[config.mk]
export PLATFORM = sky130hd
export DESIGN_NAME = slec_classifier
export DESIGN_NICKNAME = d
export VERILOG_FILES = /design/src/slec_pkg.sv /design/src/slec_classifier.sv /design/src/slec_estab_timer.sv /design/src/slec_peer_match.sv
export VERILOG_INCLUDE_DIRS = /design/src
export SDC_FILE = /design/constraint.sdc
export NUM_CORES = 1
export LEC_CHECK = 0
export BUFFER_PORTS_ARGS = -buffer_cell sky130_fd_sc_hd__buf_2
export CAP_MARGIN = 20
export CORE_ASPECT_RATIO = 1.1
export CORE_MARGIN = 2
export CORE_UTILIZATION = 60
export DETAILED_ROUTE_END_ITERATION = 8
export PLACE_DENSITY = 0.86
export SYNTH_ARGS = -nofsm -noshare
export SYNTH_HDL_FRONTEND = slang
export SYNTH_HIERARCHICAL = 1
export SYNTH_SLANG_ARGS = --single-unit
export TNS_END_PERCENT = 20
[constraint.sdc]
create_clock -name sys_clk -period 5.15 [get_ports sys_clk]
set_clock_uncertainty 0.2 [all_clocks]
set_input_delay 1.03 -clock sys_clk [delete_from_list [all_inputs] [get_ports sys_clk]]
set_output_delay 1.03 -clock sys_clk [all_outputs]
set_load 0.005 [all_outputs]
[src/slec_defs.svh]
`ifndef SLEC_DEFS_SVH
`define SLEC_DEFS_SVH

// reason codes
`define SLEC_RSN_NORMAL 8'h00
`define SLEC_RSN_KEY 8'h03
`define SLEC_RSN_AUTH 8'h04
`define SLEC_RSN_REPLAY 8'h05
`define SLEC_RSN_DIR 8'h06
`define SLEC_RSN_TIMEOUT 8'h07
`define SLEC_RSN_FIELD 8'h08
`define SLEC_RSN_SEQ 8'h09
`define SLEC_RSN_LEN 8'h0A
`define SLEC_UNKNOWN 8'h7F
`define SLEC_RSN_RES_LO 8'h0B
`define SLEC_RSN_RES_HI 8'h7E
`define SLEC_RSN_IMPL_LO 8'h80

// sub-reason codes
`define SLEC_SUB_NONE 8'h00
`define SLEC_SUB_1 8'h01
`define SLEC_SUB_2 8'h02
`define SLEC_SUB_3 8'h03
`define SLEC_SUB_4 8'h04
`define SLEC_SUB_5 8'h05
`define SLEC_SUB_8 8'h08
`define SLEC_SUB_FEATURE 8'h1D

// establishment timer
`define SLEC_ESTAB_S 40
`define SLEC_CLK_HZ 40000000
`define SLEC_ESTAB_CYC (`SLEC_ESTAB_S * `SLEC_CLK_HZ)

`endif

[src/slec_pkg.sv]
`default_nettype none
package slec_pkg;

    // kind of received safety unit
    typedef enum logic [2:0] {
        SLEC_U_AU1,
        SLEC_U_AU2,
        SLEC_U_AU3,
        SLEC_U_AR,
        SLEC_U_DT,
        SLEC_U_DI
    } slec_unit_t;

    // one-hot handling action, all zero when no action
    typedef struct packed {
        logic t_disc_req;
        logic disc_ind;
        logic report_ind;
        logic reject;
    } slec_action_t;

    // check results for one received unit
    typedef struct packed {
        slec_unit_t kind;
        logic len_err;
        logic mac_err;
        logic dir_flag;
        logic field_err;
        logic au1_struct_err;
        logic id_known;
        logic peer_unknown;
        logic id_in_list;
    } slec_rx_t;

    // classification result
    typedef struct packed {
        logic [7:0] reason;
        logic [7:0] sub_reason;
        slec_action_t action;
    } slec_result_t;

    // connection phase
    typedef enum logic [2:0] {
        SLEC_S_IDLE,
        SLEC_S_WAIT_AU2,
        SLEC_S_WAIT_AU3,
        SLEC_S_WAIT_AR,
        SLEC_S_OPEN
    } slec_phase_t;

endpackage : slec_pkg
`default_nettype wire

[src/slec_classifier.sv]
`timescale 1ns/100ps
`default_nettype none
`include "slec_defs.svh"

module slec_classifier
#(
    parameter longint unsigned ESTAB_CYCLES = `SLEC_ESTAB_CYC
)
(
    // clock and reset
    input wire logic sys_clk,
    input wire logic sys_rst,
    // own sent units and connection control
    input wire logic conn_start,
    input wire logic initiator,
    input wire logic sent_au1,
    input wire logic sent_au2,
    input wire logic sent_au3,
    input wire logic conn_close,
    // received unit with its check results
    input wire logic rx_valid,
    input wire slec_pkg::slec_rx_t rx,
    // internal fault events and peer release
    input wire logic key_missing,
    input wire logic key_fault,
    input wire logic feature_unsup,
    input wire logic peer_release,
    // implementation-specific error
    input wire logic impl_valid,
    input wire logic [7:0] impl_reason,
    input wire logic [7:0] impl_sub,
    // classified result
    output logic res_valid,
    output slec_pkg::slec_result_t res,
    output logic send_disc_unit,
    output logic safe_connect_ind,
    output logic [2:0] phase
);
    import slec_pkg::*;

    slec_phase_t ph_reg;
    slec_phase_t ph_next;
    logic connected_reg;
    logic connected_next;
    logic res_valid_next;
    slec_result_t res_next;
    logic conind_next;
    logic timeout;
    logic id_ok;

    // establishment supervision runs while waiting for the second, third or response unit
    wire logic timer_run = (ph_reg == SLEC_S_WAIT_AU2) || (ph_reg == SLEC_S_WAIT_AU3)
        || (ph_reg == SLEC_S_WAIT_AR);

    slec_estab_timer #(.CYCLES(ESTAB_CYCLES)) u_timer (
        .sys_clk(sys_clk),
        .sys_rst(sys_rst),
        .run(timer_run),
        .expired(timeout)
    );

    slec_peer_match u_match (
        .id_known(rx.id_known),
        .peer_unknown(rx.peer_unknown),
        .id_in_list(rx.id_in_list),
        .id_ok(id_ok)
    );

    // received unit decode
    wire logic is_au1 = rx.kind == SLEC_U_AU1;
    wire logic is_au2 = rx.kind == SLEC_U_AU2;
    wire logic is_au3 = rx.kind == SLEC_U_AU3;
    wire logic is_ar = rx.kind == SLEC_U_AR;
    wire logic is_dt = rx.kind == SLEC_U_DT;
    wire logic is_di = rx.kind == SLEC_U_DI;
    wire logic is_auth = is_au1 || is_au2 || is_au3 || is_ar;
    // direction checked only after mac and not for first/disconnect units
    wire logic dir_checked = !(is_au1 || is_di);
    // initiator expects flag 1 on received units, responder expects 0
    wire logic dir_bad = dir_checked && (rx.dir_flag != initiator);
    wire logic seq_bad = ((ph_reg == SLEC_S_WAIT_AU2) && !is_au2)
        || ((ph_reg == SLEC_S_WAIT_AU3) && !is_au3)
        || ((ph_reg == SLEC_S_WAIT_AR) && !is_ar);
    wire logic replay = (ph_reg == SLEC_S_OPEN) && is_auth;
    wire logic rx_ok = rx_valid && !rx.len_err && !rx.mac_err && !dir_bad && !seq_bad
        && !rx.field_err && !(is_au1 && rx.au1_struct_err) && !(is_au2 && !id_ok);

    // actions
    localparam slec_action_t ACT_NONE = '{1'b0, 1'b0, 1'b0, 1'b0};
    localparam slec_action_t ACT_REJ = '{1'b0, 1'b0, 1'b0, 1'b1};
    localparam slec_action_t ACT_REP = '{1'b0, 1'b0, 1'b1, 1'b0};
    localparam slec_action_t ACT_DISC = '{1'b0, 1'b1, 1'b0, 1'b0};
    localparam slec_action_t ACT_TDISC = '{1'b1, 1'b0, 1'b0, 1'b0};

    // classification priority chain
    always_comb
    begin
        res_valid_next = 1'b1;
        res_next = '{`SLEC_UNKNOWN, `SLEC_UNKNOWN, ACT_DISC};
        if (key_missing)
            res_next = '{`SLEC_RSN_KEY, `SLEC_SUB_2, ACT_DISC};
        else if (key_fault)
            res_next = '{`SLEC_RSN_KEY, `SLEC_SUB_3, ACT_DISC};
        else if (feature_unsup)
            res_next = '{`SLEC_RSN_KEY, `SLEC_SUB_FEATURE, ACT_DISC};
        else if (timeout)
            res_next = '{`SLEC_RSN_TIMEOUT, `SLEC_SUB_3, ACT_DISC};
        else if (peer_release)
            res_next = '{`SLEC_RSN_NORMAL, `SLEC_SUB_NONE, ACT_DISC};
        else if (rx_valid && rx.len_err)
        begin
            // length first
            if (is_au1)
                res_next = '{`SLEC_RSN_LEN, `SLEC_SUB_1, ACT_REJ};
            else if (is_au2)
                res_next = '{`SLEC_RSN_LEN, `SLEC_SUB_2, ACT_DISC};
            else if (is_au3)
                res_next = '{`SLEC_RSN_LEN, `SLEC_SUB_3, ACT_TDISC};
            else if (is_dt)
                res_next = '{`SLEC_RSN_LEN, `SLEC_SUB_5, ACT_DISC};
            else if (is_ar)
                res_next = '{`SLEC_RSN_LEN, `SLEC_SUB_8, ACT_DISC};
        end
        else if (rx_valid && rx.mac_err)
        begin
            // mac second, so a corrupted flag shows here
            if (is_au2)
                res_next = '{`SLEC_RSN_AUTH, `SLEC_SUB_2, ACT_DISC};
            else if (is_au3)
                res_next = '{`SLEC_RSN_AUTH, `SLEC_SUB_3, ACT_TDISC};
            else if (is_ar)
                res_next = '{`SLEC_RSN_AUTH, `SLEC_SUB_4, ACT_DISC};
            else
                res_next = '{`SLEC_RSN_AUTH, `SLEC_SUB_1, ACT_REP};
        end
        else if (rx_valid && dir_bad)
        begin
            if (initiator)
                res_next = '{`SLEC_RSN_DIR, `SLEC_SUB_1, ACT_DISC};
            else if (connected_reg)
                res_next = '{`SLEC_RSN_DIR, `SLEC_SUB_2, ACT_DISC};
            else
                res_next = '{`SLEC_RSN_DIR, `SLEC_SUB_2, ACT_NONE};
        end
        else if (rx_valid && seq_bad)
        begin
            // sequence fourth, after direction
            if (ph_reg == SLEC_S_WAIT_AU2)
                res_next = '{`SLEC_RSN_SEQ, `SLEC_SUB_1, ACT_DISC};
            else if (ph_reg == SLEC_S_WAIT_AU3)
                res_next = '{`SLEC_RSN_SEQ, `SLEC_SUB_2, ACT_TDISC};
            else
                res_next = '{`SLEC_RSN_SEQ, `SLEC_SUB_3, ACT_DISC};
        end
        else if (rx_valid && replay)
            res_next = '{`SLEC_RSN_REPLAY, `SLEC_SUB_1, ACT_DISC};
        else if (rx_valid && is_au1 && rx.au1_struct_err)
            res_next = '{`SLEC_RSN_FIELD, `SLEC_SUB_5, ACT_REJ};
        else if (rx_valid && rx.field_err)
            res_next = '{`SLEC_RSN_FIELD, `SLEC_SUB_1, ACT_REJ};
        else if (rx_valid && is_au2 && !id_ok)
            res_next = '{`SLEC_RSN_FIELD, `SLEC_SUB_4, ACT_DISC};
        else if (impl_valid)
        begin
            // only 128 and up pass; reserved range becomes unknown
            if (impl_reason >= `SLEC_RSN_IMPL_LO)
                res_next = '{impl_reason, impl_sub, ACT_DISC};
            else
                res_next = '{`SLEC_UNKNOWN, `SLEC_UNKNOWN, ACT_DISC};
        end
        else
        begin
            res_valid_next = 1'b0;
            res_next = '{`SLEC_SUB_NONE, `SLEC_SUB_NONE, ACT_NONE};
        end
    end

    // connection phase tracking
    wire logic ends_conn = res_valid_next && (res_next.action.disc_ind
        || res_next.action.t_disc_req);
    always_comb
    begin
        ph_next = ph_reg;
        connected_next = connected_reg;
        conind_next = 1'b0;
        if (conn_close || ends_conn)
        begin
            ph_next = SLEC_S_IDLE;
            connected_next = 1'b0;
        end
        else if (conn_start)
            ph_next = SLEC_S_IDLE;
        else if (sent_au1)
            ph_next = SLEC_S_WAIT_AU2;
        else if (sent_au2)
            ph_next = SLEC_S_WAIT_AU3;
        else if (sent_au3)
            ph_next = SLEC_S_WAIT_AR;
        else if (rx_ok && ((ph_reg == SLEC_S_WAIT_AR && is_ar)
            || (ph_reg == SLEC_S_WAIT_AU3 && is_au3)))
        begin
            // responder opens on good third message, initiator on good response
            ph_next = SLEC_S_OPEN;
            connected_next = 1'b1;
            conind_next = 1'b1;
        end
    end

    // result and phase registers; result holds one cycle
    always_ff @(posedge sys_clk)
    begin
        if (sys_rst)
        begin
            ph_reg <= SLEC_S_IDLE;
            connected_reg <= 1'b0;
            res_valid <= 1'b0;
            res <= '0;
            send_disc_unit <= 1'b0;
            safe_connect_ind <= 1'b0;
        end
        else
        begin
            ph_reg <= ph_next;
            connected_reg <= connected_next;
            res_valid <= res_valid_next;
            res <= res_next;
            send_disc_unit <= res_valid_next && res_next.action.t_disc_req;
            safe_connect_ind <= conind_next;
        end
    end

    assign phase = ph_reg;
endmodule : slec_classifier
`default_nettype wire

[src/slec_estab_timer.sv]
`timescale 1ns/100ps
`default_nettype none
`include "slec_defs.svh"

module slec_estab_timer
#(
    parameter longint unsigned CYCLES = `SLEC_ESTAB_CYC
)
(
    // clock and reset
    input wire logic sys_clk,
    input wire logic sys_rst,
    // control
    input wire logic run,
    // status
    output logic expired
);
    logic [31:0] cnt_reg;
    logic [31:0] cnt_next;
    logic expired_next;
    wire logic at_end = (cnt_reg == 32'(CYCLES - 1));

    // counts while running, one-cycle pulse at the limit
    assign cnt_next = !run ? 32'h0000_0000 : (at_end ? cnt_reg : cnt_reg + 32'h0000_0001);
    assign expired_next = run && at_end && !expired;

    // timer state
    always_ff @(posedge sys_clk)
    begin
        if (sys_rst)
        begin
            cnt_reg <= 32'h0000_0000;
            expired <= 1'b0;
        end
        else
        begin
            cnt_reg <= cnt_next;
            expired <= expired_next;
        end
    end
endmodule : slec_estab_timer
`default_nettype wire

[src/slec_peer_match.sv]
`timescale 1ns/100ps
`default_nettype none

module slec_peer_match
(
    // check inputs
    input wire logic id_known,
    input wire logic peer_unknown,
    input wire logic id_in_list,
    // result
    output logic id_ok
);
    // any listed peer is acceptable when the called peer was unknown
    assign id_ok = peer_unknown ? id_in_list : id_known;
endmodule : slec_peer_match
`default_nettype wire

## Word level (Yosys, flattened, before mapping)

Index checks and enable logic that the tools add are counted.

- Flip-flop bits (word level): 60
- Bits in latches: 0
- Bits in writable memories: 0
- Memory bits (read-only): 0
- Input port bits: 41
- Output and inout port bits: 26
- Logic and storage cells: 153
- Memories kept: 0

- Add/subtract/negate cells: 1
- Multiply operators: 0
- Div/mod/pow operators: 0
- Order comparisons: 1
- Eq/ne operators: 11
- Shift-type cells: 0
- Multiplexer cells: 47
- Bitwise operators: 5
- Reduce and logical (&&, ||, !) cells: 68

Operators by type and width:

| cell | count |
|---|---|
| 20-bit 2-to-1 mux | 10 |
| 19-bit 2-to-1 mux | 5 |
| 14-bit 2-to-1 mux | 3 |
| 32-bit by 1-bit adder with 32-bit output, second input constant | 1 |
| 32-bit by 31-bit equality test with 1-bit output, second input constant | 1 |
| 1-bit logical AND | 31 |
| 15-bit 2-to-1 mux | 2 |
| 7-bit 2-to-1 mux | 3 |
| 1-bit 2-to-1 mux | 17 |
| 1-bit logical NOT | 13 |
| 3-bit by 2-bit equality test with 1-bit output, second input constant | 4 |
| 6-bit 2-to-1 mux | 2 |
| 6-bit OR reduction | 2 |
| 1-bit logical OR | 11 |
| 3-bit equality test, second input constant | 3 |
| 8-bit >= comparator, second input constant | 1 |
| 4-bit OR reduction | 2 |
| 3-bit by 1-bit equality test with 1-bit output, second input constant | 2 |
| 2-bit 2-to-1 mux | 3 |
| 2-bit OR reduction | 3 |
| 3-bit OR reduction | 2 |
| 5-bit 2-to-1 mux | 1 |
| 1-bit inverter | 5 |
| 5-bit AND reduction | 1 |
| other kinds (5) | 5 |

## Depth between registers and ports, before layout

Gate-level depths: netlist of the first run.

- Depth after elaboration: 20
- Depth in mapped cells: 8
- Gate-level depth less buffers: 6

## Hierarchy

The synthesis of the first run kept the hierarchy.

Modules (own cells, without submodules):

| module | times used | cells an instance | area an instance (um^2) | sequential area each (um^2) |
|---|---|---|---|---|
| slec_classifier | 1 | 244 | 1845.5 | 540.5 |
| slec_estab_timer | 1 | 187 | 1644.1 | 660.6 |
| slec_peer_match | 1 | 1 | 15.0 | 0.0 |

## Worst setup path after synthesis of the first run

Ideal clock, no wire load.

- Kind: input to register
- From: input rx[10] in the netlist's numbering
- To: register ph_reg[0] (netlist: phase[0])
- Setup time: 133 ps
- Data arrival time: 2408 ps
- Required time: 4817 ps
- Slack: 2409 ps
- Stages: 7
- Path buffers: 2
- Cells stage by stage: buf_2 > or3b_1 > a211o_1 > and3_1 > buf_6 > a211oi_4 > a2111oi_1

- Cells in the longest elaborated chain, start to end: 20
- Elaborated cells between the ends (all ways): 81
- Those cells by class: eq/ne: 5; mux: 33; reduce/logical: 43

RTL lines:

| item | RTL line | source |
|---|---|---|
| start: declaration | slec_classifier.sv:22 | `input wire slec_pkg::slec_rx_t rx,` |
| 3-bit by 1-bit equality test with 1-bit output or 3-bit logical NOT (tied branches) | slec_classifier.sv:71, slec_classifier.sv:70 |  |
| 1-bit logical AND or 1-bit logical OR (tied branches) (2 in a row) | slec_classifier.sv:161, slec_classifier.sv:76 |  |
| 20-bit 2-to-1 mux or 1-bit logical OR (tied branches) | slec_classifier.sv:161, slec_classifier.sv:76 |  |
| 20-bit 2-to-1 mux or 1-bit logical AND (tied branches) | slec_classifier.sv:159, slec_classifier.sv:84 |  |
| 20-bit 2-to-1 mux or 1-bit logical AND (tied branches) | slec_classifier.sv:157, slec_classifier.sv:155 |  |
| 20-bit 2-to-1 mux | slec_classifier.sv:155 | `else if (rx_valid && replay)` |
| 20-bit 2-to-1 mux | slec_classifier.sv:145 | `else if (rx_valid && seq_bad)` |
| 20-bit 2-to-1 mux | slec_classifier.sv:136 | `else if (rx_valid && dir_bad)` |
| (+3 left out) | - |  |
| 15-bit 2-to-1 mux | slec_classifier.sv:106 | `else if (timeout)` |
| 14-bit 2-to-1 mux | slec_classifier.sv:104 | `else if (feature_unsup)` |
| 14-bit 2-to-1 mux | slec_classifier.sv:102 | `else if (key_fault)` |
| 14-bit 2-to-1 mux | slec_classifier.sv:100 | `if (key_missing)` |
| 1-bit logical OR | slec_classifier.sv:180 | `\|\| res_next.action.t_disc_req);` |
| 1-bit logical AND | slec_classifier.sv:179 | `wire logic ends_conn = res_valid_next && (res_next.action.disc_ind` |
| 1-bit logical OR | slec_classifier.sv:186 | `if (conn_close \|\| ends_conn)` |
| 3-bit OR reduction (no source line) | - |  |
| end signal: assignment | slec_classifier.sv:223 | `ph_reg <= ph_next;` |
| end: declaration | slec_classifier.sv:41 | `slec_phase_t ph_reg;` |

Parallel ways exist; a longest one is shown, timed or not.
A chain may end at the register's enable or synchronous reset.

## Final worst setup path of the first run

- From: input rx[8] in the netlist's numbering
- To: register ph_reg[0] (netlist: phase[0])

Same word-level chain as after synthesis.

==> metrics.json, run 1 <==
{
  "status": "finished clean",
  "post-route-period-util_pct": 54.9,
  "placement_rows": 29,
  "grt_max_degree": 33,
  "tritoncts_num_sinks": 60,
  "overflow": 0,
  "design.core.area_sq_mm": 0.00570,
  "final-instance-count-excl-fill": 564,
  "vias": 3559,
  "peak_supply_drop_mv": 0.141,
  "cts_htree_levels": 3,
  "min_path_type": "reg2reg",
  "die_width_um": 76.9,
  "logic_depth_of_the_worst_register_to_register_path": 5,
  "finalCoreUtilization_pct": 70.1,
  "via_count_of_the_first_global_routing_pass": 3415,
  "path_class": "in2reg",
  "ioPinCount": 67,
  "cts_tree": "done",
  "route.top_layer_used": "met4",
  "synth-edff-count": 0,
  "power.total_uw": 994,
  "met2_wirelength_um": 4740,
  "start_util_pct": 61.5,
  "synth_top_cells_by_area": "dfxtp_1 34%, nor2_1 5.7%, nor3_1 4.1%",
  "drv_slew": 0,
  "global_route_usage_over_all_layers_pct": 30.6,
  "final.min_clock_period_ns": 2.83,
  "numCtsBuffers": 9,
  "dieArea_sq_mm": 0.00647,
  "timing_hold_violations_final": 0,
  "number_of_antenna_violations_at_the_first_check_in_global_routing": 0,
  "grt_setup_unrepaired": "false",
  "met3_wirelength_um": 632,
  "finalSetupViolations": 0,
  "syn_nets": 474,
  "setup-tns-final_ns": 0,
  "cp.required_ns": 5.15,
  "max_freq_mhz": 353,
  "yosys.area.top_type_share_pct": 34.3,
  "cts_root_buffer": "clkbuf_8",
  "detailed_place_hpwl_um": 6980,
  "timing_worst_slew_pin_value_ns": 0.642,
  "terminating_pin_of_the_worst_hold_path": "u_timer/cnt_reg[10]$_SDFFE_PP0P_",
  "port-buffer-count": 66,
  "gpl.final_weighted_congestion": 0.947,
  "insertedDiodeCount": 0,
  "drv.max_cap_violation_count": 0,
  "ys_seq_area_share_pct": 34.3,
  "synthesis.instances": 432,
  "wire_length_of_the_first_global_routing_pass_um": 15900,
  "synth_top_area_cell": "dfxtp_1",
  "power_leakage_nw": 1.46,
  "hold_start": "u_timer/cnt_reg[10]$_SDFFE_PP0P_",
  "routedLengthMet1_um": 3710,
  "startpoint_of_the_most_critical_register_to_register_path": "phase[2]$_SDFFE_PP0P_",
  "synth.ff_latch_count": 60,
  "timing.critical_path.arrival_ns": 2.83,
  "worst_r2r_endpoint": "phase[0]$_SDFFE_PP0P_",
  "drt-pass1-iter-count": 5,
  "cts-resized-gates": 0,
  "nNetsFinal": 526,
  "vias_per_cell": 6.31,
  "reg2reg_setup_slack_ns": 2.75,
  "worstSkewPairLatency_ns": 0.33,
  "cell_depth_of_the_worst_min_delay_path": 2,
  "yosysWarnings": 6,
  "largest_register_ff_count": 32,
  "placed_cells_incl_taps": 550,
  "relSlewSlack_pct": 57.1,
  "wl_per_cell_um": 16.9,
  "place_ws_ns": 2.06,
  "antenna_violating_nets_remaining": 0,
  "critical_path_peak_fanout": 17,
  "worstSetupStartpointType": "input pin",
  "post_route_cells_drive_above_1_share_pct": 21.1,
  "asyncSetResetFlopFracSynth_pct": 0,
  "drtIter0Drc": 220,
  "area_growth_pct": 13.9,
  "cts_stage_hold_buffer_count": 0,
  "clkTransAtPathRegs_ns": 0.06,
  "wirelength_um": 9510,
  "fp.dieH_um": 84.2,
  "synthDistinctLibCells": 69,
  "avgSynthCellArea_sq_um": 8.11,
  "power_density_mw_per_mm2": 249,
  "clock_path_buffers": 2,
  "netlist_area_sq_mm": 0.00350,
  "drc_violation_count_after_routing": 0,
  "ys_dominant_reg_cell": "dfxtp_1",
  "postCtsSetupRepairBufs": 0,
  "critPathCaptureType": "flip-flop",
  "final.setup.worst_slack_ns": 2.32
}
cells by family after synthesis:
| logic type | synth area share [%] |
|---|---|
| buffers and inverters | 4.96 |
| adder cells (fa/ha/maj) | 0.357 |
| multiplexers | 0.714 |
| XOR/XNOR | 5.50 |
| flip-flops | 34.3 |
| AND/OR/NAND/NOR | 35.7 |
| AO/OA/AOI/OAI | 18.5 |
critical path, cell delays in order:
cell and delay (ns):
buf_2 0.27, nor2b_1 0.32, or3_1 0.17, and3_1 0.45, a211oi_4 0.15, a2111oi_1 0.43
cell usage in the layout (no fill, tap or decap), types with 8 or more instances in the layout:
cell type	n
dfxtp_1	60
buf_2	66
clkbuf_8	11
a21oi_1	13
nand2_1	24
nand2b_1	8
nor2_1	53
inv_1	10
nand4_1	12
xnor2_1	15
nor3_1	29
o21ai_0	14
nand3_1	26
and3_1	10
Yosys cell counts (9+ instances only):
cell and instances:
xnor2_1 15, and3_1 10, nor2_1 53, clkbuf_1 9
o21ai_0 14, buf_2 10, nor3_1 29, inv_1 10
nand3_1 26, a21oi_1 13, nand2_1 24, dfxtp_1 60
nand4_1 12
metrics by stage:
stage | cell area (sq um) | hold WS [ns]
final | 3990 | 0.329
after global placement | 3800 | 0.295
after CTS | 3990 | 0.329
after detailed placement | 3800 | 0.307
after floorplan | 3500 | 0.277
after global routing | 3990 | 0.377
metal layers:
layer | vias up | track usage (%)
met5 | - | 0
met4 | 0 | 18.7
met3 | 43 | 6.24
met2 | 169 | 51.0
met1 | 1636 | 36.1
li1 | 1711 | -
how the worst max path moves through the flow:
stage	slack, ns	cells after the start	to	from
finish	2.32	6	phase[0]$_SDFFE_PP0P_	rx[8]
detailed placement	2.06	6	phase[0]$_SDFFE_PP0P_	rx[8]
global placement	2.18	6	phase[0]$_SDFFE_PP0P_	rx[10]
floorplan	2.41	7	phase[0]$_SDFFE_PP0P_	rx[10]
CTS	2.41	6	phase[0]$_SDFFE_PP0P_	rx[8]
global route	2.26	6	phase[0]$_SDFFE_PP0P_	rx[8]
where the power goes:
part / leakage, nW / switching (mW) / internal [mW]
registers: 0.485 / 0.00166 / 0.469
logic: 0.875 / 0.0656 / 0.0421
clock network: 0.0983 / 0.172 / 0.244
total: 1.46 / 0.239 / 0.755
layout make-up:
| class | instances | area (sq um) |
|---|---|---|
| clock buffer | 12 | 155 |
| timing repair buffer | 67 | 338 |
| sequential | 60 | 1200 |
| clock inverter | 2 | 35.0 |
| tap | 77 | 96.3 |
| multi-input combinational | 336 | 2130 |
| fill | 454 | 1700 |
| inverter | 10 | 37.5 |
(Power assumes the default switching activity.)
==> run 2, diff against run 1 <==
--- a/config.mk
+++ b/config.mk
@@ -10,9 +10,9 @@
 export CAP_MARGIN = 20
 export CORE_ASPECT_RATIO = 1.1
 export CORE_MARGIN = 2
-export CORE_UTILIZATION = 60
+export CORE_UTILIZATION = 50
 export DETAILED_ROUTE_END_ITERATION = 8
-export PLACE_DENSITY = 0.86
+export PLACE_DENSITY = 0.76
 export SYNTH_ARGS = -nofsm -noshare
 export SYNTH_HDL_FRONTEND = slang
 export SYNTH_HIERARCHICAL = 1
==> constraint.sdc (replaced) <==
create_clock -name sys_clk -period 2.5 [get_ports sys_clk]
set_clock_uncertainty 0.2 [all_clocks]
set_input_delay 0.5 -clock sys_clk [delete_from_list [all_inputs] [get_ports sys_clk]]
set_output_delay 0.5 -clock sys_clk [all_outputs]
set_load 0.005 [all_outputs]
==> metrics.json, run 2 (same netlist as run 1, synthesis figures left out) <==
{
  "cell_area_after_layout": {"value": 0.00413, "unit": "sq mm", "change": "+3.5%"},
  "clock_path_buffers": {"value": 2, "change": "unchanged"},
  "cp.required": {"value": 2.52, "unit": "ns", "change": "-2.63 ns"},
  "worstSetupStartpointType": "flip-flop",
  "vias_per_cell": {"value": 6.02, "change": "-4.6%"},
  "cts_htree_levels": {"value": 3, "change": "unchanged"},
  "finalCoreUtilization": {"value": 60.0, "unit": "%", "change": "-10 points"},
  "port-buffer-count": {"value": 66, "change": "unchanged"},
  "clkTransAtPathRegs": {"value": 0.08, "unit": "ns", "change": "+0.02 ns"},
  "cts_tree": "done",
  "final.min_clock_period_ns": 2.28,
  "min_path_type": "in2reg",
  "drtIter0Drc": {"value": 143, "change": "-35%"},
  "power_density": {"value": 485, "unit": "mW/mm^2", "change": "+95%"},
  "global_route_usage_over_all_layers": {"value": 25.9, "unit": "%", "change": "-4.6 points"},
  "number_of_antenna_violations_at_the_first_check_in_global_routing": {"value": 0, "change": "unchanged"},
  "area_growth_pct": 17.9,
  "drv.max_cap_violation_count": {"value": 0, "change": "unchanged"},
  "insertedDiodeCount": {"value": 0, "change": "unchanged"},
  "detailed_place_hpwl": {"value": 7390, "unit": "um", "change": "+5.9%"},
  "worstSkewPairLatency": {"value": 0.34, "unit": "ns", "change": "about the same"},
  "post-route-period-util_pct": 91.2,
  "drt-pass1-iter-count": {"value": 4, "change": "-1"},
  "antenna_violating_nets_remaining": {"value": 0, "change": "unchanged"},
  "finalSetupViolations": {"value": 0, "change": "unchanged"},
  "power_leakage": {"value": 1.53, "unit": "nW", "change": "+4.8%"},
  "reg2reg_setup_slack": {"value": 0.22, "unit": "ns", "change": "-2.53 ns"},
  "overflow": {"value": 0, "change": "unchanged"},
  "cts_root_buffer": "clkbuf_8",
  "terminating_pin_of_the_worst_hold_path": "phase[0]$_SDFFE_PP0P_",
  "design.core.area": {"value": 0.00689, "unit": "sq mm", "change": "+21%"},
  "tritoncts_num_sinks": {"value": 60, "change": "unchanged"},
  "cellInternalPower": {"value": 1.43, "unit": "mW", "change": "+89%"},
  "grt_max_degree": {"value": 15, "change": "-55%"},
  "p_seq_share": {"value": 48.3, "unit": "%", "change": "+1.0 points"},
  "numCtsBuffers": {"value": 9, "change": "unchanged"},
  "nNetsFinal": {"value": 545, "change": "+3.6%"},
  "startpoint_of_the_most_critical_register_to_register_path": "phase[2]$_SDFFE_PP0P_",
  "cts-resized-gates": {"value": 0, "change": "unchanged"},
  "timing.critical_path.arrival": {"value": 2.30, "unit": "ns", "change": "-0.53 ns"},
  "post_placement_cell_area": {"value": 0.00396, "unit": "sq mm", "change": "+4.0%"},
  "critical_path_peak_fanout": {"value": 10, "change": "-7"},
  "cell_depth_of_the_worst_min_delay_path": {"value": 2, "change": "unchanged"},
  "ioPinCount": {"value": 67, "change": "unchanged"},
  "cts_stage_hold_buffer_count": {"value": 0, "change": "unchanged"},
  "wl_per_cell": {"value": 16.4, "unit": "um", "change": "-2.9%"},
  "hold_start": "conn_start",
  "via_count_of_the_first_global_routing_pass": {"value": 3419, "change": "+0.12%"},
  "wire_length_of_the_first_global_routing_pass": {"value": 16200, "unit": "um", "change": "+2.3%"},
  "commonest_cells_after_routing_fill_and_taps_aside": "66 x buf_2, 60 x dfxtp_1, 53 x nor2_1, 29 x nor3_1, 26 x nand3_1",
  "postCtsSetupRepairBufs": {"value": 0, "change": "unchanged"},
  "clockPowerShare": {"value": 39.6, "unit": "%", "change": "-2.2 points"},
  "drv_slew": {"value": 0, "change": "unchanged"},
  "setup-tns-final": {"value": 0, "unit": "ns", "change": "unchanged"},
  "die_width": {"value": 83.8, "unit": "um", "change": "+9.0%"},
  "power_switching_share": {"value": 28.7, "unit": "%", "change": "+4.6 points"},
  "peak_supply_drop": {"value": 0.438, "unit": "mV", "change": "+210%"},
  "placement_rows": {"value": 32, "change": "+10%"},
  "drc_violation_count_after_routing": {"value": 0, "change": "unchanged"},
  "relSlewSlack": {"value": 55.9, "unit": "%", "change": "-1.3 points"},
  "gpl.final_weighted_congestion": {"value": 0.937, "change": "-1.1%"},
  "post_route_cells_drive_above_1_share": {"value": 24.6, "unit": "%", "change": "+3.5 points"},
  "timing_hold_violations_final": {"value": 0, "change": "unchanged"},
  "start_util": {"value": 50.9, "unit": "%", "change": "-11 points"},
  "timing_worst_slew_pin_value": {"value": 0.661, "unit": "ns", "change": "+0.0192 ns"},
  "status": "finished clean",
  "p_sw": {"value": 575, "unit": "uW", "change": "+140%"},
  "worst_r2r_endpoint": "phase[0]$_SDFFE_PP0P_",
  "largest_register_ff_count": {"value": 32, "change": "unchanged"},
  "grt_setup_unrepaired": "false",
  "max_freq_mhz": 439,
  "fp.dieH": {"value": 91.8, "unit": "um", "change": "+9.1%"},
  "path_class": "reg2reg",
  "dieArea": {"value": 0.00770, "unit": "sq mm", "change": "+19%"},
  "power.combinational.fraction": {"value": 12.0, "unit": "%", "change": "+1.2 points"},
  "layout_commonest_cell": "buf_2",
  "wirelength": {"value": 9700, "unit": "um", "change": "+2.1%"},
  "logic_depth_of_the_worst_register_to_register_path": {"value": 5, "change": "unchanged"},
  "critPathCaptureType": "flip-flop",
  "vias": {"value": 3569, "change": "+0.28%"}
}
run 2: routing by layer:
layer / vias to the layer above / GRT usage, % / share of wire, %
met2: 129 / 45.9 / 51
met3: 21 / 5.94 / 5.4
met5: - / 0 / 0
li1: 1755 / - / -
met4: 0 / 8.74 / 2.2
met1: 1664 / 30.9 / 42
run 2: critical path, cell delays in order (launching register included):
cell and delay, ns:
dfxtp_1 0.48, or3b_1 0.41, a211o_1 0.28, and3_1 0.31, a211oi_4 0.37, a2111oi_1 0.10
run 2: worst max path at each step:
stage,startpoint,depth (start not counted),to
after CTS,phase[2]$_SDFFE_PP0P_,5,phase[0]$_SDFFE_PP0P_
after detailed placement,rx[10],6,phase[0]$_SDFFE_PP0P_
after floorplan,rx[10],7,phase[0]$_SDFFE_PP0P_
after global placement,rx[10],7,res[14]$_SDFF_PP0_
after global routing,phase[0]$_SDFFE_PP0P_,5,phase[0]$_SDFFE_PP0P_
final,phase[2]$_SDFFE_PP0P_,5,phase[0]$_SDFFE_PP0P_
run 2: layout make-up:
type / count / area (sq um)
Multi-Input combinational cell: 336 / 2130
Tap cell: 85 / 106
Inverter: 10 / 37.5
Timing Repair Buffer: 86 / 480
Fill cell: 658 / 2760
Clock inverter: 7 / 52.6
Clock buffer: 9 / 124
Sequential cell: 60 / 1200
run 2: through the flow:
stage	instances	total power, mW	hold WS (ns)	worst slack (ns)
global route	593	2.09	0.111	0.0895
CTS	593	2.01	0.110	0.241
global placement	577	1.23	0.298	0.0551
finish	593	2.00	0.126	0.220
detailed placement	577	1.23	0.305	0.0814
floorplan	432	1.13	0.277	0.289
run 2: power groups by stage:
stage                     clock [mW]  combinational (mW)  sequential [mW]
after floorplan                    0               0.135            0.991
after global placement             0               0.236            0.990
after detailed placement           0               0.235            0.990
after CTS                      0.809               0.236            0.968
after global routing           0.856               0.261            0.968
final                          0.794               0.241            0.968
==> run 3, diff against run 2 <==
--- a/config.mk
+++ b/config.mk
@@ -11,6 +11,7 @@
 export CORE_ASPECT_RATIO = 1.1
 export CORE_MARGIN = 2
 export CORE_UTILIZATION = 50
+export CTS_BUF_LIST = sky130_fd_sc_hd__clkbuf_16
 export DETAILED_ROUTE_END_ITERATION = 8
 export PLACE_DENSITY = 0.76
 export SYNTH_ARGS = -nofsm -noshare
==> metrics.json, run 3 (same netlist as run 1, synthesis figures left out) <==
{
  "power.combinational.fraction": {"value": 10.3, "unit": "%", "change": "-1.7 points"},
  "relSlewSlack": {"value": 58.2, "unit": "%", "change": "+2.3 points"},
  "vias_per_cell": {"value": 6.14, "change": "+2.1%"},
  "commonest_cells_after_routing_fill_and_taps_aside": "66 x buf_2, 60 x dfxtp_1, 53 x nor2_1, 29 x nor3_1, 26 x nand3_1",
  "cts-resized-gates": {"value": 0, "change": "unchanged"},
  "postCtsSetupRepairBufs": {"value": 0, "change": "unchanged"},
  "launch_point_of_the_worst_path": "phase[2]$_SDFFE_PP0P_",
  "via_count_of_the_first_global_routing_pass": {"value": 3458, "change": "+1.1%"},
  "area_growth_pct": 20.8,
  "largest_register_ff_count": {"value": 32, "change": "unchanged"},
  "max_freq": {"value": 438, "unit": "MHz", "change": "about the same"},
  "number_of_antenna_violations_at_the_first_check_in_global_routing": {"value": 0, "change": "unchanged"},
  "logic_depth_of_the_worst_register_to_register_path": {"value": 5, "change": "unchanged"},
  "endpoint": "phase[0]$_SDFFE_PP0P_",
  "timing.critical_path.arrival": {"value": 2.29, "unit": "ns", "change": "about the same"},
  "status": "finished clean",
  "drtIter0Drc": {"value": 124, "change": "-13%"},
  "worst-path-stages": {"value": 5, "change": "unchanged"},
  "drv_slew": {"value": 0, "change": "unchanged"},
  "timing_worst_slew_pin_value": {"value": 0.626, "unit": "ns", "change": "-0.0345 ns"},
  "worstSkewPairLatency": {"value": 0.33, "unit": "ns", "change": "about the same"},
  "fp.dieH": {"value": 91.8, "unit": "um", "change": "unchanged"},
  "wire_length_of_the_first_global_routing_pass": {"value": 16300, "unit": "um", "change": "+0.77%"},
  "placed_cells_incl_taps": {"value": 577, "change": "unchanged"},
  "worstSetupStartpointType": "flip-flop",
  "overflow": {"value": 0, "change": "unchanged"},
  "reg2reg_setup_slack": {"value": 0.22, "unit": "ns", "change": "about the same"},
  "clockPowerShare": {"value": 48.6, "unit": "%", "change": "+9.0 points"},
  "power_density": {"value": 557, "unit": "mW/mm^2", "change": "+15%"},
  "cts_htree_levels": {"value": 3, "change": "unchanged"},
  "final.min_clock_period": {"value": 2.28, "unit": "ns", "change": "+0.00202 ns"},
  "critical_path_peak_fanout": {"value": 10, "change": "unchanged"},
  "worst_r2r_endpoint": "phase[0]$_SDFFE_PP0P_",
  "detailed_place_hpwl": {"value": 7390, "unit": "um", "change": "unchanged"},
  "power_leakage": {"value": 1.58, "unit": "nW", "change": "+3.0%"},
  "peak_supply_drop": {"value": 0.536, "unit": "mV", "change": "+22%"},
  "path_buf_inv": {"value": 0, "change": "unchanged"},
  "critPathCaptureType": "flip-flop",
  "timing_hold_violations_final": {"value": 0, "change": "unchanged"},
  "grt_max_degree": {"value": 15, "change": "unchanged"},
  "wl_per_cell": {"value": 16.6, "unit": "um", "change": "+1.7%"},
  "power_switching_share": {"value": 26.2, "unit": "%", "change": "-2.5 points"},
  "finalSetupViolations": {"value": 0, "change": "unchanged"},
  "dieArea": {"value": 0.00770, "unit": "sq mm", "change": "unchanged"},
  "drt-pass1-iter-count": {"value": 5, "change": "+1"},
  "drv.max_cap_violation_count": {"value": 0, "change": "unchanged"},
  "cellInternalPower": {"value": 1.74, "unit": "mW", "change": "+22%"},
  "drc_violation_count_after_routing": {"value": 0, "change": "unchanged"},
  "global_route_usage_over_all_layers": {"value": 26.1, "unit": "%", "change": "+0.15 points"},
  "vias": {"value": 3643, "change": "+2.1%"},
  "clock_path_buffers": {"value": 2, "change": "unchanged"},
  "tritoncts_num_sinks": {"value": 60, "change": "unchanged"},
  "p_seq_share": {"value": 41.1, "unit": "%", "change": "-7.2 points"},
  "setup-tns-final": {"value": 0, "unit": "ns", "change": "unchanged"},
  "port-buffer-count": {"value": 66, "change": "unchanged"},
  "final.setup.worst_slack": {"value": 0.218, "unit": "ns", "change": "-0.00201 ns"},
  "clkTransAtPathRegs": {"value": 0.06, "unit": "ns", "change": "-0.02 ns"},
  "final-instance-count-excl-fill": {"value": 593, "change": "unchanged"},
  "fin_worst_hold_slack": {"value": 0.138, "unit": "ns", "change": "+0.0119 ns"},
  "cts_root_buffer": "clkbuf_16",
  "ioPinCount": {"value": 67, "change": "unchanged"},
  "p_sw": {"value": 618, "unit": "uW", "change": "+7.6%"},
  "die_width": {"value": 83.8, "unit": "um", "change": "unchanged"},
  "placement_rows": {"value": 32, "change": "unchanged"},
  "slowest_delay": {"value": 0.48, "unit": "ns", "change": "about the same"},
  "wirelength": {"value": 9870, "unit": "um", "change": "+1.7%"},
  "cts_stage_hold_buffer_count": {"value": 0, "change": "unchanged"},
  "layout_commonest_cell": "buf_2",
  "path_class": "reg2reg",
  "post-route-period-util": {"value": 91.3, "unit": "%", "change": "about the same"},
  "startpoint_of_the_most_critical_register_to_register_path": "phase[2]$_SDFFE_PP0P_",
  "insertedDiodeCount": {"value": 0, "change": "unchanged"},
  "gpl.final_weighted_congestion": {"value": 0.937, "change": "unchanged"},
  "antenna_violating_nets_remaining": {"value": 0, "change": "unchanged"},
  "cts_tree": "done",
  "place_ws": {"value": 0.0814, "unit": "ns", "change": "unchanged"},
  "start_util": {"value": 50.9, "unit": "%", "change": "unchanged"},
  "min_path_type": "in2reg",
  "cpMaxStageDelayCell": "dfxtp_1",
  "numCtsBuffers": {"value": 9, "change": "unchanged"},
  "cp.required": {"value": 2.51, "unit": "ns", "change": "about the same"},
  "design.core.area": {"value": 0.00689, "unit": "sq mm", "change": "unchanged"},
  "grt_setup_unrepaired": "false",
  "nNetsFinal": {"value": 545, "change": "unchanged"},
  "post_route_cells_drive_above_1_share": {"value": 24.6, "unit": "%", "change": "unchanged"},
  "power.total": {"value": 2.36, "unit": "mW", "change": "+18%"},
  "cp_cell_sequence": "or3b_1 > a211o_1 > and3_1 > a211oi_4 > a2111oi_1",
  "worst_path_dominant_cell_family": "compound AO/OA/AOI/OAI gates"
}
## run 3: cell counts in the layout (fill, tap and decap cells not counted)
No cell type changed its count.
## run 3: power groups by stage
stage | registers [mW] | clock network (mW) | logic, mW
finish | 0.969 | 1.15 | 0.242
global route | 0.970 | 1.20 | 0.261
CTS | 0.969 | 1.16 | 0.236
detailed placement | 0.990 | 0 | 0.235
global placement | 0.990 | 0 | 0.236
floorplan | 0.991 | 0 | 0.135
## run 3: worst min-delay path by stage
stage | startpoint | end | slack, ns | cells after the start
global route | conn_start | phase[0]$_SDFFE_PP0P_ | 0.14 | 2
CTS | conn_start | phase[0]$_SDFFE_PP0P_ | 0.14 | 2
detailed placement | u_timer/cnt_reg[6]$_SDFFE_PP0P_ | u_timer/cnt_reg[6]$_SDFFE_PP0P_ | 0.30 | 2
floorplan | u_timer/cnt_reg[2]$_SDFFE_PP0P_ | u_timer/cnt_reg[2]$_SDFFE_PP0P_ | 0.28 | 1
finish | conn_start | phase[0]$_SDFFE_PP0P_ | 0.14 | 2
global placement | u_timer/cnt_reg[10]$_SDFFE_PP0P_ | u_timer/cnt_reg[10]$_SDFFE_PP0P_ | 0.30 | 2
## run 3: through the flow
stage	cell area, sq um	utilization [%]
final	4230	61.5
after global routing	4230	61.5
after CTS	4230	61.5
after detailed placement	3960	57.4
after global placement	3960	57.4
after floorplan	3500	-
## run 3: cell type report
class,count,area [sq um]
Fill cell,642,2650
Multi-Input combinational cell,336,2130
Sequential cell,60,1200
Timing Repair Buffer,86,480
Clock buffer,9,225
Tap cell,85,106
Clock inverter,7,52.6
Inverter,10,37.5
## run 3: layer usage
layer	global-route usage (%)	routed length, um	vias to the layer above
met5	0	0	-
met4	9.27	202	0
met3	4.86	613	21
met2	46.5	5030	151
met1	31.2	4020	1718
li1	-	-	1753
